$ cat src/core/temp_limit_pkg.sv
// Purpose: Constants for the limit, result and shutdown register slice.
// Assumes: Pointer values are byte addresses on the serial register port.
// Notes: Summary of operation follows.
// Summary of operation
// RULE1 - Pointer 13h is a read/write byte whose bits 7..4 are the remote high limit fraction.
// RULE2 - Pointer 14h is a read/write byte whose upper nibble is the remote low limit fraction, reset to zero.
// RULE3 - Pointer 15h is a read-only byte whose upper nibble is the local result fraction and writes to it are dropped.
// RULE4 - Each completed conversion refreshes the local low byte unless the byte pair lock holds it.
// RULE5 - Reading the high byte first freezes the low byte until the low byte is read.
// RULE6 - Reading the low byte first freezes the high byte until the high byte is read.
// RULE7 - Reading any other register releases the byte pair lock.
// RULE8 - The host should read the high byte first and the low byte in the very next read.
// RULE9 - Pointer 19h holds the remote shutdown threshold in whole degrees, reset 6Ch.
// RULE10 - Pointer 20h holds the local shutdown threshold in whole degrees, reset 55h.
// RULE11 - Pointer 21h holds the shutdown hysteresis in whole degrees, reset 0Ah.
// RULE12 - Shutdown asserts when a measurement exceeds its threshold and clears only below threshold minus hysteresis.
package temp_limit_pkg;

	// ==========================================================
	// Register pointers
	localparam logic [7:0] PTR_LOCAL_HIGH = 8'h00;
	localparam logic [7:0] PTR_REMOTE_HIGH_FRAC = 8'h13;
	localparam logic [7:0] PTR_REMOTE_LOW_FRAC = 8'h14;
	localparam logic [7:0] PTR_LOCAL_FRAC = 8'h15;
	localparam logic [7:0] PTR_REMOTE_THR = 8'h19;
	localparam logic [7:0] PTR_LOCAL_THR = 8'h20;
	localparam logic [7:0] PTR_HYST = 8'h21;

	// ==========================================================
	// Field positions and reset values
	localparam int FRAC_MSB = 7;
	localparam int FRAC_LSB = 4;
	localparam logic [3:0] RST_FRAC = 4'h0;
	localparam logic [7:0] RST_BYTE = 8'h00;
	localparam logic [7:0] RST_REMOTE_THR = 8'h6c;
	localparam logic [7:0] RST_LOCAL_THR = 8'h55;
	localparam logic [7:0] RST_HYST = 8'h0a;

	// ==========================================================
	// Byte pair lock states
	typedef enum logic [1:0] {
		LOCK_NONE = 2'b00,
		LOCK_LOW_HELD = 2'b01,
		LOCK_HIGH_HELD = 2'b10
	} lock_e;

endpackage : temp_limit_pkg

$ cat src/core/shutdown_comparator.sv
// Purpose: Threshold comparator with hysteresis for one temperature channel.
// Assumes: Measurement, threshold and hysteresis are unsigned whole degrees.
// Notes: Apart from synchronous reset, which clears it, the flag only moves on a measurement strobe.
`timescale 1ns/100ps
module shutdown_comparator (
	// Clock and reset
	input wire logic clk,
	input wire logic srst,
	// Measurement
	input wire logic meas_valid,
	input wire logic [7:0] meas,
	// Limits
	input wire logic [7:0] threshold,
	input wire logic [7:0] hysteresis,
	// Result
	output logic shutdown_q
);

	logic shutdown_d;
	logic [8:0] meas_plus_hyst;

	// ==========================================================
	// Next state
	// Releasing on meas + hysteresis < threshold avoids a negative bound.
	always_comb begin
		meas_plus_hyst = {1'b0, meas} + {1'b0, hysteresis};
		shutdown_d = shutdown_q;
		if (meas_valid) begin
			if (meas > threshold) begin
				shutdown_d = 1'b1; // RULE12
			end else if (meas_plus_hyst < {1'b0, threshold}) begin
				shutdown_d = 1'b0; // RULE12
			end
		end
	end

	always_ff @(posedge clk) begin
		if (srst) begin
			shutdown_q <= 1'b0;
		end else begin
			shutdown_q <= shutdown_d;
		end
	end

	// ==========================================================
	// Checks
	AST_TRIP: assert property (@(posedge clk) disable iff (srst) // RULE12
		meas_valid && (meas > threshold) |=> shutdown_q)
		else $error("shutdown did not trip above threshold");

	AST_HOLD_IN_BAND: assert property (@(posedge clk) disable iff (srst) // RULE12
		shutdown_q && meas_valid
		&& ({1'b0, meas} + {1'b0, hysteresis} >= {1'b0, threshold})
		|=> shutdown_q)
		else $error("shutdown released inside hysteresis band");

	AST_QUIET: assert property (@(posedge clk) disable iff (srst) // RULE12
		!meas_valid |=> $stable(shutdown_q))
		else $error("shutdown moved without a measurement");

endmodule : shutdown_comparator

$ cat src/core/temp_limit_result_regs.sv
// Purpose: Limit, local result and shutdown registers behind the pointer port.
// Assumes: Register port and conversion strobes are on the clk domain.
// Notes: Read data is registered and valid the cycle after reg_rd.
`timescale 1ns/100ps
module temp_limit_result_regs (
	// Clock and reset
	input wire logic clk,
	input wire logic srst,
	// Pointer register port
	input wire logic reg_wr,
	input wire logic reg_rd,
	input wire logic [7:0] reg_addr,
	input wire logic [7:0] reg_wdata,
	output logic [7:0] reg_rdata,
	// Conversion engine
	input wire logic local_conv_done,
	input wire logic [7:0] local_result_high,
	input wire logic [7:0] local_result_low,
	input wire logic remote_conv_done,
	input wire logic [7:0] remote_result_high,
	// Limit outputs to the remote comparator
	output logic [3:0] remote_high_limit_frac_bits,
	output logic [3:0] remote_low_limit_frac_bits,
	// Shutdown outputs
	output logic over_temp_shutdown_remote,
	output logic over_temp_shutdown_local,
	output logic over_temp_shutdown
);

	logic [3:0] rhl_frac_q, rhl_frac_d;
	logic [3:0] rll_frac_q, rll_frac_d;
	logic [7:0] local_high_q, local_high_d;
	logic [3:0] local_result_frac_bits_q, local_frac_d;
	logic [7:0] remote_shutdown_threshold_bits_q, rthr_d;
	logic [7:0] local_shutdown_threshold_bits_q, lthr_d;
	logic [7:0] shutdown_hysteresis_bits_q, hyst_d;
	logic [7:0] rdata_q, rdata_d;
	logic any_shutdown_q, any_shutdown_d;
	temp_limit_pkg::lock_e lock_q, lock_d;
	logic rd_high, rd_low;

	// ==========================================================
	// Byte pair lock
	assign rd_high = reg_rd && (reg_addr == temp_limit_pkg::PTR_LOCAL_HIGH);
	assign rd_low = reg_rd && (reg_addr == temp_limit_pkg::PTR_LOCAL_FRAC);

	always_comb begin
		lock_d = lock_q;
		if (rd_high) begin
			if (lock_q == temp_limit_pkg::LOCK_HIGH_HELD) begin
				lock_d = temp_limit_pkg::LOCK_NONE; // RULE6
			end else begin
				lock_d = temp_limit_pkg::LOCK_LOW_HELD; // RULE5
			end
		end else if (rd_low) begin
			if (lock_q == temp_limit_pkg::LOCK_LOW_HELD) begin
				lock_d = temp_limit_pkg::LOCK_NONE; // RULE5
			end else begin
				lock_d = temp_limit_pkg::LOCK_HIGH_HELD; // RULE6
			end
		end else if (reg_rd) begin
			lock_d = temp_limit_pkg::LOCK_NONE; // RULE7
		end
	end

	always_ff @(posedge clk) begin
		if (srst) begin
			lock_q <= temp_limit_pkg::LOCK_NONE;
		end else begin
			lock_q <= lock_d;
		end
	end

	// ==========================================================
	// Result bytes
	// A byte is held when the lock holds it now or will after this read,
	// so a conversion landing on the first read cannot split the pair.
	always_comb begin
		local_high_d = local_high_q;
		local_frac_d = local_result_frac_bits_q;
		if (local_conv_done) begin
			if (lock_q != temp_limit_pkg::LOCK_HIGH_HELD
				&& lock_d != temp_limit_pkg::LOCK_HIGH_HELD) begin
				local_high_d = local_result_high; // RULE6
			end
			if (lock_q != temp_limit_pkg::LOCK_LOW_HELD
				&& lock_d != temp_limit_pkg::LOCK_LOW_HELD) begin
				local_frac_d = local_result_low[temp_limit_pkg::FRAC_MSB:
					temp_limit_pkg::FRAC_LSB]; // RULE4
			end
		end
	end

	always_ff @(posedge clk) begin
		if (srst) begin
			local_high_q <= temp_limit_pkg::RST_BYTE;
			local_result_frac_bits_q <= temp_limit_pkg::RST_FRAC;
		end else begin
			local_high_q <= local_high_d;
			local_result_frac_bits_q <= local_frac_d;
		end
	end

	// ==========================================================
	// Writable registers
	// Pointer 15h has no write target, so a write there falls through.
	always_comb begin
		rhl_frac_d = rhl_frac_q;
		rll_frac_d = rll_frac_q;
		rthr_d = remote_shutdown_threshold_bits_q;
		lthr_d = local_shutdown_threshold_bits_q;
		hyst_d = shutdown_hysteresis_bits_q;
		if (reg_wr) begin
			if (reg_addr == temp_limit_pkg::PTR_REMOTE_HIGH_FRAC) begin
				rhl_frac_d = reg_wdata[temp_limit_pkg::FRAC_MSB:
					temp_limit_pkg::FRAC_LSB]; // RULE1
			end else if (reg_addr == temp_limit_pkg::PTR_REMOTE_LOW_FRAC) begin
				rll_frac_d = reg_wdata[temp_limit_pkg::FRAC_MSB:
					temp_limit_pkg::FRAC_LSB]; // RULE2
			end else if (reg_addr == temp_limit_pkg::PTR_REMOTE_THR) begin
				rthr_d = reg_wdata; // RULE9
			end else if (reg_addr == temp_limit_pkg::PTR_LOCAL_THR) begin
				lthr_d = reg_wdata; // RULE10
			end else if (reg_addr == temp_limit_pkg::PTR_HYST) begin
				hyst_d = reg_wdata; // RULE11
			end
		end
	end

	always_ff @(posedge clk) begin
		if (srst) begin
			rhl_frac_q <= temp_limit_pkg::RST_FRAC;
			rll_frac_q <= temp_limit_pkg::RST_FRAC;
			remote_shutdown_threshold_bits_q <= temp_limit_pkg::RST_REMOTE_THR;
			local_shutdown_threshold_bits_q <= temp_limit_pkg::RST_LOCAL_THR;
			shutdown_hysteresis_bits_q <= temp_limit_pkg::RST_HYST;
		end else begin
			rhl_frac_q <= rhl_frac_d;
			rll_frac_q <= rll_frac_d;
			remote_shutdown_threshold_bits_q <= rthr_d;
			local_shutdown_threshold_bits_q <= lthr_d;
			shutdown_hysteresis_bits_q <= hyst_d;
		end
	end

	// ==========================================================
	// Read data
	// Reserved low nibbles read as zero; unmapped pointers read 00h.
	always_comb begin
		rdata_d = rdata_q;
		if (reg_rd) begin
			if (reg_addr == temp_limit_pkg::PTR_LOCAL_HIGH) begin
				rdata_d = local_high_q;
			end else if (reg_addr == temp_limit_pkg::PTR_REMOTE_HIGH_FRAC) begin
				rdata_d = {rhl_frac_q, 4'h0}; // RULE1
			end else if (reg_addr == temp_limit_pkg::PTR_REMOTE_LOW_FRAC) begin
				rdata_d = {rll_frac_q, 4'h0}; // RULE2
			end else if (reg_addr == temp_limit_pkg::PTR_LOCAL_FRAC) begin
				rdata_d = {local_result_frac_bits_q, 4'h0}; // RULE3
			end else if (reg_addr == temp_limit_pkg::PTR_REMOTE_THR) begin
				rdata_d = remote_shutdown_threshold_bits_q;
			end else if (reg_addr == temp_limit_pkg::PTR_LOCAL_THR) begin
				rdata_d = local_shutdown_threshold_bits_q;
			end else if (reg_addr == temp_limit_pkg::PTR_HYST) begin
				rdata_d = shutdown_hysteresis_bits_q;
			end else begin
				rdata_d = temp_limit_pkg::RST_BYTE;
			end
		end
	end

	always_ff @(posedge clk) begin
		if (srst) begin
			rdata_q <= temp_limit_pkg::RST_BYTE;
		end else begin
			rdata_q <= rdata_d;
		end
	end

	// ==========================================================
	// Shutdown comparators
	shutdown_comparator u_remote_cmp (
		.clk(clk),
		.srst(srst),
		.meas_valid(remote_conv_done),
		.meas(remote_result_high),
		.threshold(remote_shutdown_threshold_bits_q),
		.hysteresis(shutdown_hysteresis_bits_q),
		.shutdown_q(over_temp_shutdown_remote)
	);

	shutdown_comparator u_local_cmp (
		.clk(clk),
		.srst(srst),
		.meas_valid(local_conv_done),
		.meas(local_result_high),
		.threshold(local_shutdown_threshold_bits_q),
		.hysteresis(shutdown_hysteresis_bits_q),
		.shutdown_q(over_temp_shutdown_local)
	);

	// The combined pin is one cycle behind the channel flags.
	always_comb begin
		any_shutdown_d = over_temp_shutdown_remote | over_temp_shutdown_local;
	end

	always_ff @(posedge clk) begin
		if (srst) begin
			any_shutdown_q <= 1'b0;
		end else begin
			any_shutdown_q <= any_shutdown_d;
		end
	end

	assign reg_rdata = rdata_q;
	assign remote_high_limit_frac_bits = rhl_frac_q;
	assign remote_low_limit_frac_bits = rll_frac_q;
	assign over_temp_shutdown = any_shutdown_q;

	// ==========================================================
	// Checks
	AST_HIGH_FRAC_WR: assert property (@(posedge clk) disable iff (srst) // RULE1
		reg_wr && reg_addr == 8'h13 |=> rhl_frac_q == $past(reg_wdata[7:4]))
		else $error("high limit fraction write lost");

	AST_LOW_FRAC_WR: assert property (@(posedge clk) disable iff (srst) // RULE2
		reg_wr && reg_addr == 8'h14 |=> rll_frac_q == $past(reg_wdata[7:4]))
		else $error("low limit fraction write lost");

	AST_LOCAL_RO: assert property (@(posedge clk) disable iff (srst) // RULE3
		reg_wr && reg_addr == 8'h15 && !local_conv_done
		|=> $stable(local_result_frac_bits_q))
		else $error("write changed the local fraction");

	AST_CONV_REFRESH: assert property (@(posedge clk) disable iff (srst) // RULE4
		local_conv_done && lock_q == temp_limit_pkg::LOCK_NONE && !reg_rd
		|=> local_result_frac_bits_q == $past(local_result_low[7:4]))
		else $error("conversion did not refresh the local fraction");

	AST_LOW_HELD: assert property (@(posedge clk) disable iff (srst) // RULE5
		rd_high && lock_q != temp_limit_pkg::LOCK_HIGH_HELD
		##1 (!reg_rd)[*2] |=> $stable(local_result_frac_bits_q))
		else $error("low byte changed while locked");

	AST_HIGH_HELD: assert property (@(posedge clk) disable iff (srst) // RULE6
		rd_low && local_conv_done
		&& lock_q != temp_limit_pkg::LOCK_LOW_HELD
		|=> local_high_q == $past(local_high_q))
		else $error("high byte changed while locked");

	AST_RELEASE: assert property (@(posedge clk) disable iff (srst) // RULE7
		reg_rd && !rd_high && !rd_low |=> lock_q == temp_limit_pkg::LOCK_NONE)
		else $error("lock survived a read of another register");

	AST_THR_READ: assert property (@(posedge clk) disable iff (srst) // RULE9
		reg_rd && reg_addr == 8'h19
		|=> reg_rdata == $past(remote_shutdown_threshold_bits_q))
		else $error("remote threshold read mismatch");

	AST_LOCAL_THR_WR: assert property (@(posedge clk) disable iff (srst) // RULE10
		reg_wr && reg_addr == 8'h20
		|=> local_shutdown_threshold_bits_q == $past(reg_wdata))
		else $error("local threshold write lost");

	AST_HYS_WR: assert property (@(posedge clk) disable iff (srst) // RULE11
		reg_wr && reg_addr == 8'h21
		|=> shutdown_hysteresis_bits_q == $past(reg_wdata))
		else $error("hysteresis write lost");

endmodule : temp_limit_result_regs

$ cat config.mk
export PLATFORM = sky130hd
export DESIGN_NAME = temp_limit_result_regs
export DESIGN_NICKNAME = d
export VERILOG_FILES = /design/src/core/temp_limit_pkg.sv /design/src/core/shutdown_comparator.sv /design/src/core/temp_limit_result_regs.sv
export SDC_FILE = /design/constraint.sdc
export NUM_CORES = 1
export LEC_CHECK = 0
export BUFFER_PORTS_ARGS = -buffer_cell sky130_fd_sc_hd__buf_2
export CORE_AREA = 3 3 89 91
export CTS_BUF_LIST = sky130_fd_sc_hd__clkbuf_2
export CTS_CLUSTER_SIZE = 10
export DETAILED_ROUTE_END_ITERATION = 10
export DIE_AREA = 0 0 92 94
export GPL_TIMING_DRIVEN = 0
export PLACE_DENSITY = 0.87
export SLEW_MARGIN = 40
export SYNTH_ARGS = -nofsm -noshare
export SYNTH_HDL_FRONTEND = slang
export SYNTH_SLANG_ARGS = --single-unit
$ cat constraint.sdc
create_clock -name clk -period 2.7 [get_ports clk]
set_clock_uncertainty 0.1 [all_clocks]
set_input_delay 0.27 -clock clk [delete_from_list [all_inputs] [get_ports clk]]
set_output_delay 0.27 -clock clk [all_outputs]
set_load 0.02 [all_outputs]
==> out/metrics.yaml <==
synthesis:
  synth_top_area_cell: "dfxtp_1"
  ys.flop_type: "dfxtp_1"
  syn_area_per_cell_sq_um: 8.23
  ys_seq_area_share_pct: 29.3
  synthesis.nets: 567
  ys_warn_count: 0
  synth-async-reset-ratio_pct: 0
  netlist_area_sq_um: 3890
  synth_cells: 473
  synth_cell_types: 54
  netlist.area_leader.share_pct: 29.3
  synth_edf_count: 0
  synth_top_cells_by_area: "dfxtp_1 29%, ha_1 15%, mux2i_1 6.9%, a21oi_1 5.7%, nand2_1 4.5%"
  synth-seq-cells: 57
worst_hold_path:
  min_path_type: "in2reg"
  min_path_cells: 4
  hp-start: "remote_conv_done"
  min_to: "u_remote_cmp.shutdown_q"
setup_path:
  crit_path_cell_trace: "ha_1 -> inv_1 -> fa_2 -> nand2b_4 -> a21oi_4 -> o311a_1 -> a21oi_1 -> ha_1 -> a21o_1 -> a31oi_1 -> o221ai_1"
  regToRegSetupSlack_ns: 0.13
  arrival_ns: 2.83
  worst_path_most_repeated_cell: "ha_1"
  r2r-end: "u_local_cmp.shutdown_q"
  crit_slowest_cell: "dfxtp_4"
  end_kind: "flip-flop"
  critical_path_class: "reg2reg"
  reg2reg_depth: 11
  timing.rr.start: "shutdown_hysteresis_bits_q[0]"
  crit_fanout: 4
  critPathLaunchType: "flip-flop"
  required_ns: 2.96
  slowest_delay_ns: 0.41
die:
  die_w_um: 92
  io_pins: 65
  die_y_um: 94
  core_sq_um: 7210
  num_rows: 31
  die-area_sq_um: 8650
  start_util_pct: 54.0
timing:
  final_hold_viol_count: 0
  timing.final.crit_share_pct: 95.1
  slew_headroom_pct: 43.4
  setup_viol_count_final: 0
  final.setup.tns_ns: 0
  whs_ns: 0.0866
  tightest_slew_ns: 0.842
  fmaxAchievable_mhz: 390
  rsz0062_at_grt: "false"
  fin_crit_ns: 2.57
  slew_viol_final: 0
global_routing:
  grt_pass1_wl_um: 19300
  grt-ovfl-total: 0
  grt_max_degree: 11
  grt_pass1_vias: 4123
  track_usage_pct: 28.5
  antenna_found_initial: 0
cells_and_area:
  synthToLayoutAreaGrowth_pct: 22.5
  fin_area_sq_um: 4770
  seq_area_sq_um: 1150
  nets: 658
  finish.utilization_pct: 66.1
  num_antenna_cells: 0
  multi_input_area_sq_um: 2640
  fillers: 606
  drive_gt1_share_pct: 16.5
cts:
  clock_sinks: 57
  cts_buffers: 9
  clk_pin_slew_worst_paths_ns: 0.17
  cts-root-buf: "clkbuf_2"
  cts-htree-levels: 3
  clock_latency_ns: 0.50
  cts_tree: "built"
  clockBufferDepth: 2
  cts_setup_buffers: 0
routing:
  ant_nets: 0
  dr.first_iter.drc_count: 312
  vias: 4118
  drc_errors: 0
  wl_um: 12000
  drt-vias-per-instance: 6.16
  drt-wirelength-per-cell_um: 18.0
  first_pass_iters: 6
power_and_ir_drop:
  p_leak_nw: 2.25
  vdd_drop_max_v: 0.000257
  power_density_nw_per_um2: 430
place:
  place.gp.congestion: 0.930
  dp_hpwl_um: 8990
  placed_cell_area_sq_um: 4310
  io_buffers: 59
run:
  maxCapViolCount: 0
status:
  status: "finished, final reports clean"
[layout by cell type, fill, tap and decap left out, types with 7 or more instances in the layout]
cell,instances
buf_2,60
dfxtp_1,55
nand2_1,47
nor2_1,47
ha_1,46
a21oi_1,42
inv_1,28
mux2i_1,27
dlygate4sd3_1,21
nand3_1,19
clkbuf_1,15
nand2b_1,12
clkbuf_2,9
a21o_1,8
xnor2_1,8
nand4_1,8
o21ai_1,7
o21ai_0,7
a31oi_1,7
o211ai_1,7
[synth_stat cells, types with 3 or more instances]
library cell	count
a211oi_1	4
xnor2_1	8
nand2b_1	14
a31oi_1	7
and3_1	4
clkbuf_1	15
nor3_1	4
o41ai_1	3
o21ai_1	5
o21ai_0	9
nand3_1	19
inv_1	28
nand4_1	8
a21o_1	8
ha_1	46
dfxtp_1	57
nand2_1	47
a21oi_1	44
buf_1	3
o2bb2ai_1	5
nor2_1	47
a221oi_1	4
nor2b_1	5
o211ai_1	7
mux2i_1	27
[through the flow]
stage | instances | setup WS [ns] | total power [W]
6_report | 668 | 0.133 | 0.00205
5_1_grt | 668 | 0.0291 | 0.00214
4_1_cts | 668 | 0.0127 | 0.00204
3_5_place_dp | 631 | -0.0282 | 0.00120
3_3_place_gp | 631 | 0.0593 | 0.00118
2_1_floorplan | 473 | 0.289 | 0.00108
[worst max-delay path, delay by kind of cell (launching register included)]
kind	cells	cell delay (ns)
and+or+nand+nor	1	0.17
buffers and inverters	1	0.06
DFF	1	0.41
adders and majority gates	3	0.83
AOI/OAI and AO/OA	6	0.87
[where the power goes]
group | switching [W] | internal, W | total, W
Combinational | 0.000201 | 0.000150 | 0.000351
Sequential | 0.0000135 | 0.000861 | 0.000874
Clock | 0.000343 | 0.000485 | 0.000828
[area by class of cell]
| type | count | area share (%) |
|---|---|---|
| Sequential cell | 57 | 24.0 |
| Clock buffer | 9 | 0.944 |
| Clock inverter | 7 | 2.78 |
| Inverter | 29 | 2.28 |
| Buffer | 19 | 1.52 |
| Multi-Input combinational cell | 368 | 55.2 |
| Timing Repair Buffer | 80 | 10.6 |
| Tap cell | 99 | 2.60 |
[worst max-delay path by stage]
stage / start / endpoint / slack (ns) / depth (start not counted)
detailed placement: shutdown_hysteresis_bits_q[0] / u_remote_cmp.shutdown_q / -0.03 / 11
global placement: shutdown_hysteresis_bits_q[0] / u_local_cmp.shutdown_q / 0.06 / 11
global route: shutdown_hysteresis_bits_q[0] / u_local_cmp.shutdown_q / 0.03 / 11
CTS: shutdown_hysteresis_bits_q[0] / u_local_cmp.shutdown_q / 0.01 / 11
floorplan: shutdown_hysteresis_bits_q[0] / u_remote_cmp.shutdown_q / 0.29 / 11
finish: shutdown_hysteresis_bits_q[0] / u_local_cmp.shutdown_q / 0.13 / 11
[flip-flops by register name, indices dropped and copies added (netlist names)]
register / flops
local_high_q: 8
local_result_frac_bits_q: 4
local_shutdown_threshold_bits_q: 8
lock_q: 2
over_temp_shutdown: 1
reg_rdata: 8
remote_high_limit_frac_bits: 4
remote_low_limit_frac_bits: 4
remote_shutdown_threshold_bits_q: 8
shutdown_hysteresis_bits_q: 8
u_local_cmp.shutdown_q: 1
u_remote_cmp.shutdown_q: 1
[what timing repair did]
item / 4_1_cts / 5_1_grt
pin swaps: 0 / 2
hold endpoints to repair: 39 / 0
gates resized for setup: 2 / 13
setup endpoints to repair: 2 / 2
hold buffers: 21 / 0
[layer usage]
metal | wire [um] | global-route usage (%) | share of wire [%]
met5 | 0 | 0 | 0
met4 | 609 | 14.5 | 5.1
met3 | 864 | 5.85 | 7.2
met2 | 5800 | 50.4 | 48
met1 | 4740 | 32.4 | 39
[cells by family (layout without fill, tap and decap cells)]
group           count (synthesis)  count (layout)  share of synthesized area [%]
compound gates                119             119                           20.7
simple gates                  166             166                           20.8
buf+inv                        48             144                           4.66
xor+xnor                        8               8                           1.80
mux                            27              27                           6.94
fa+ha+maj                      48              48                           15.8
flops                          57              57                           29.3
(Power assumes the default switching activity.)
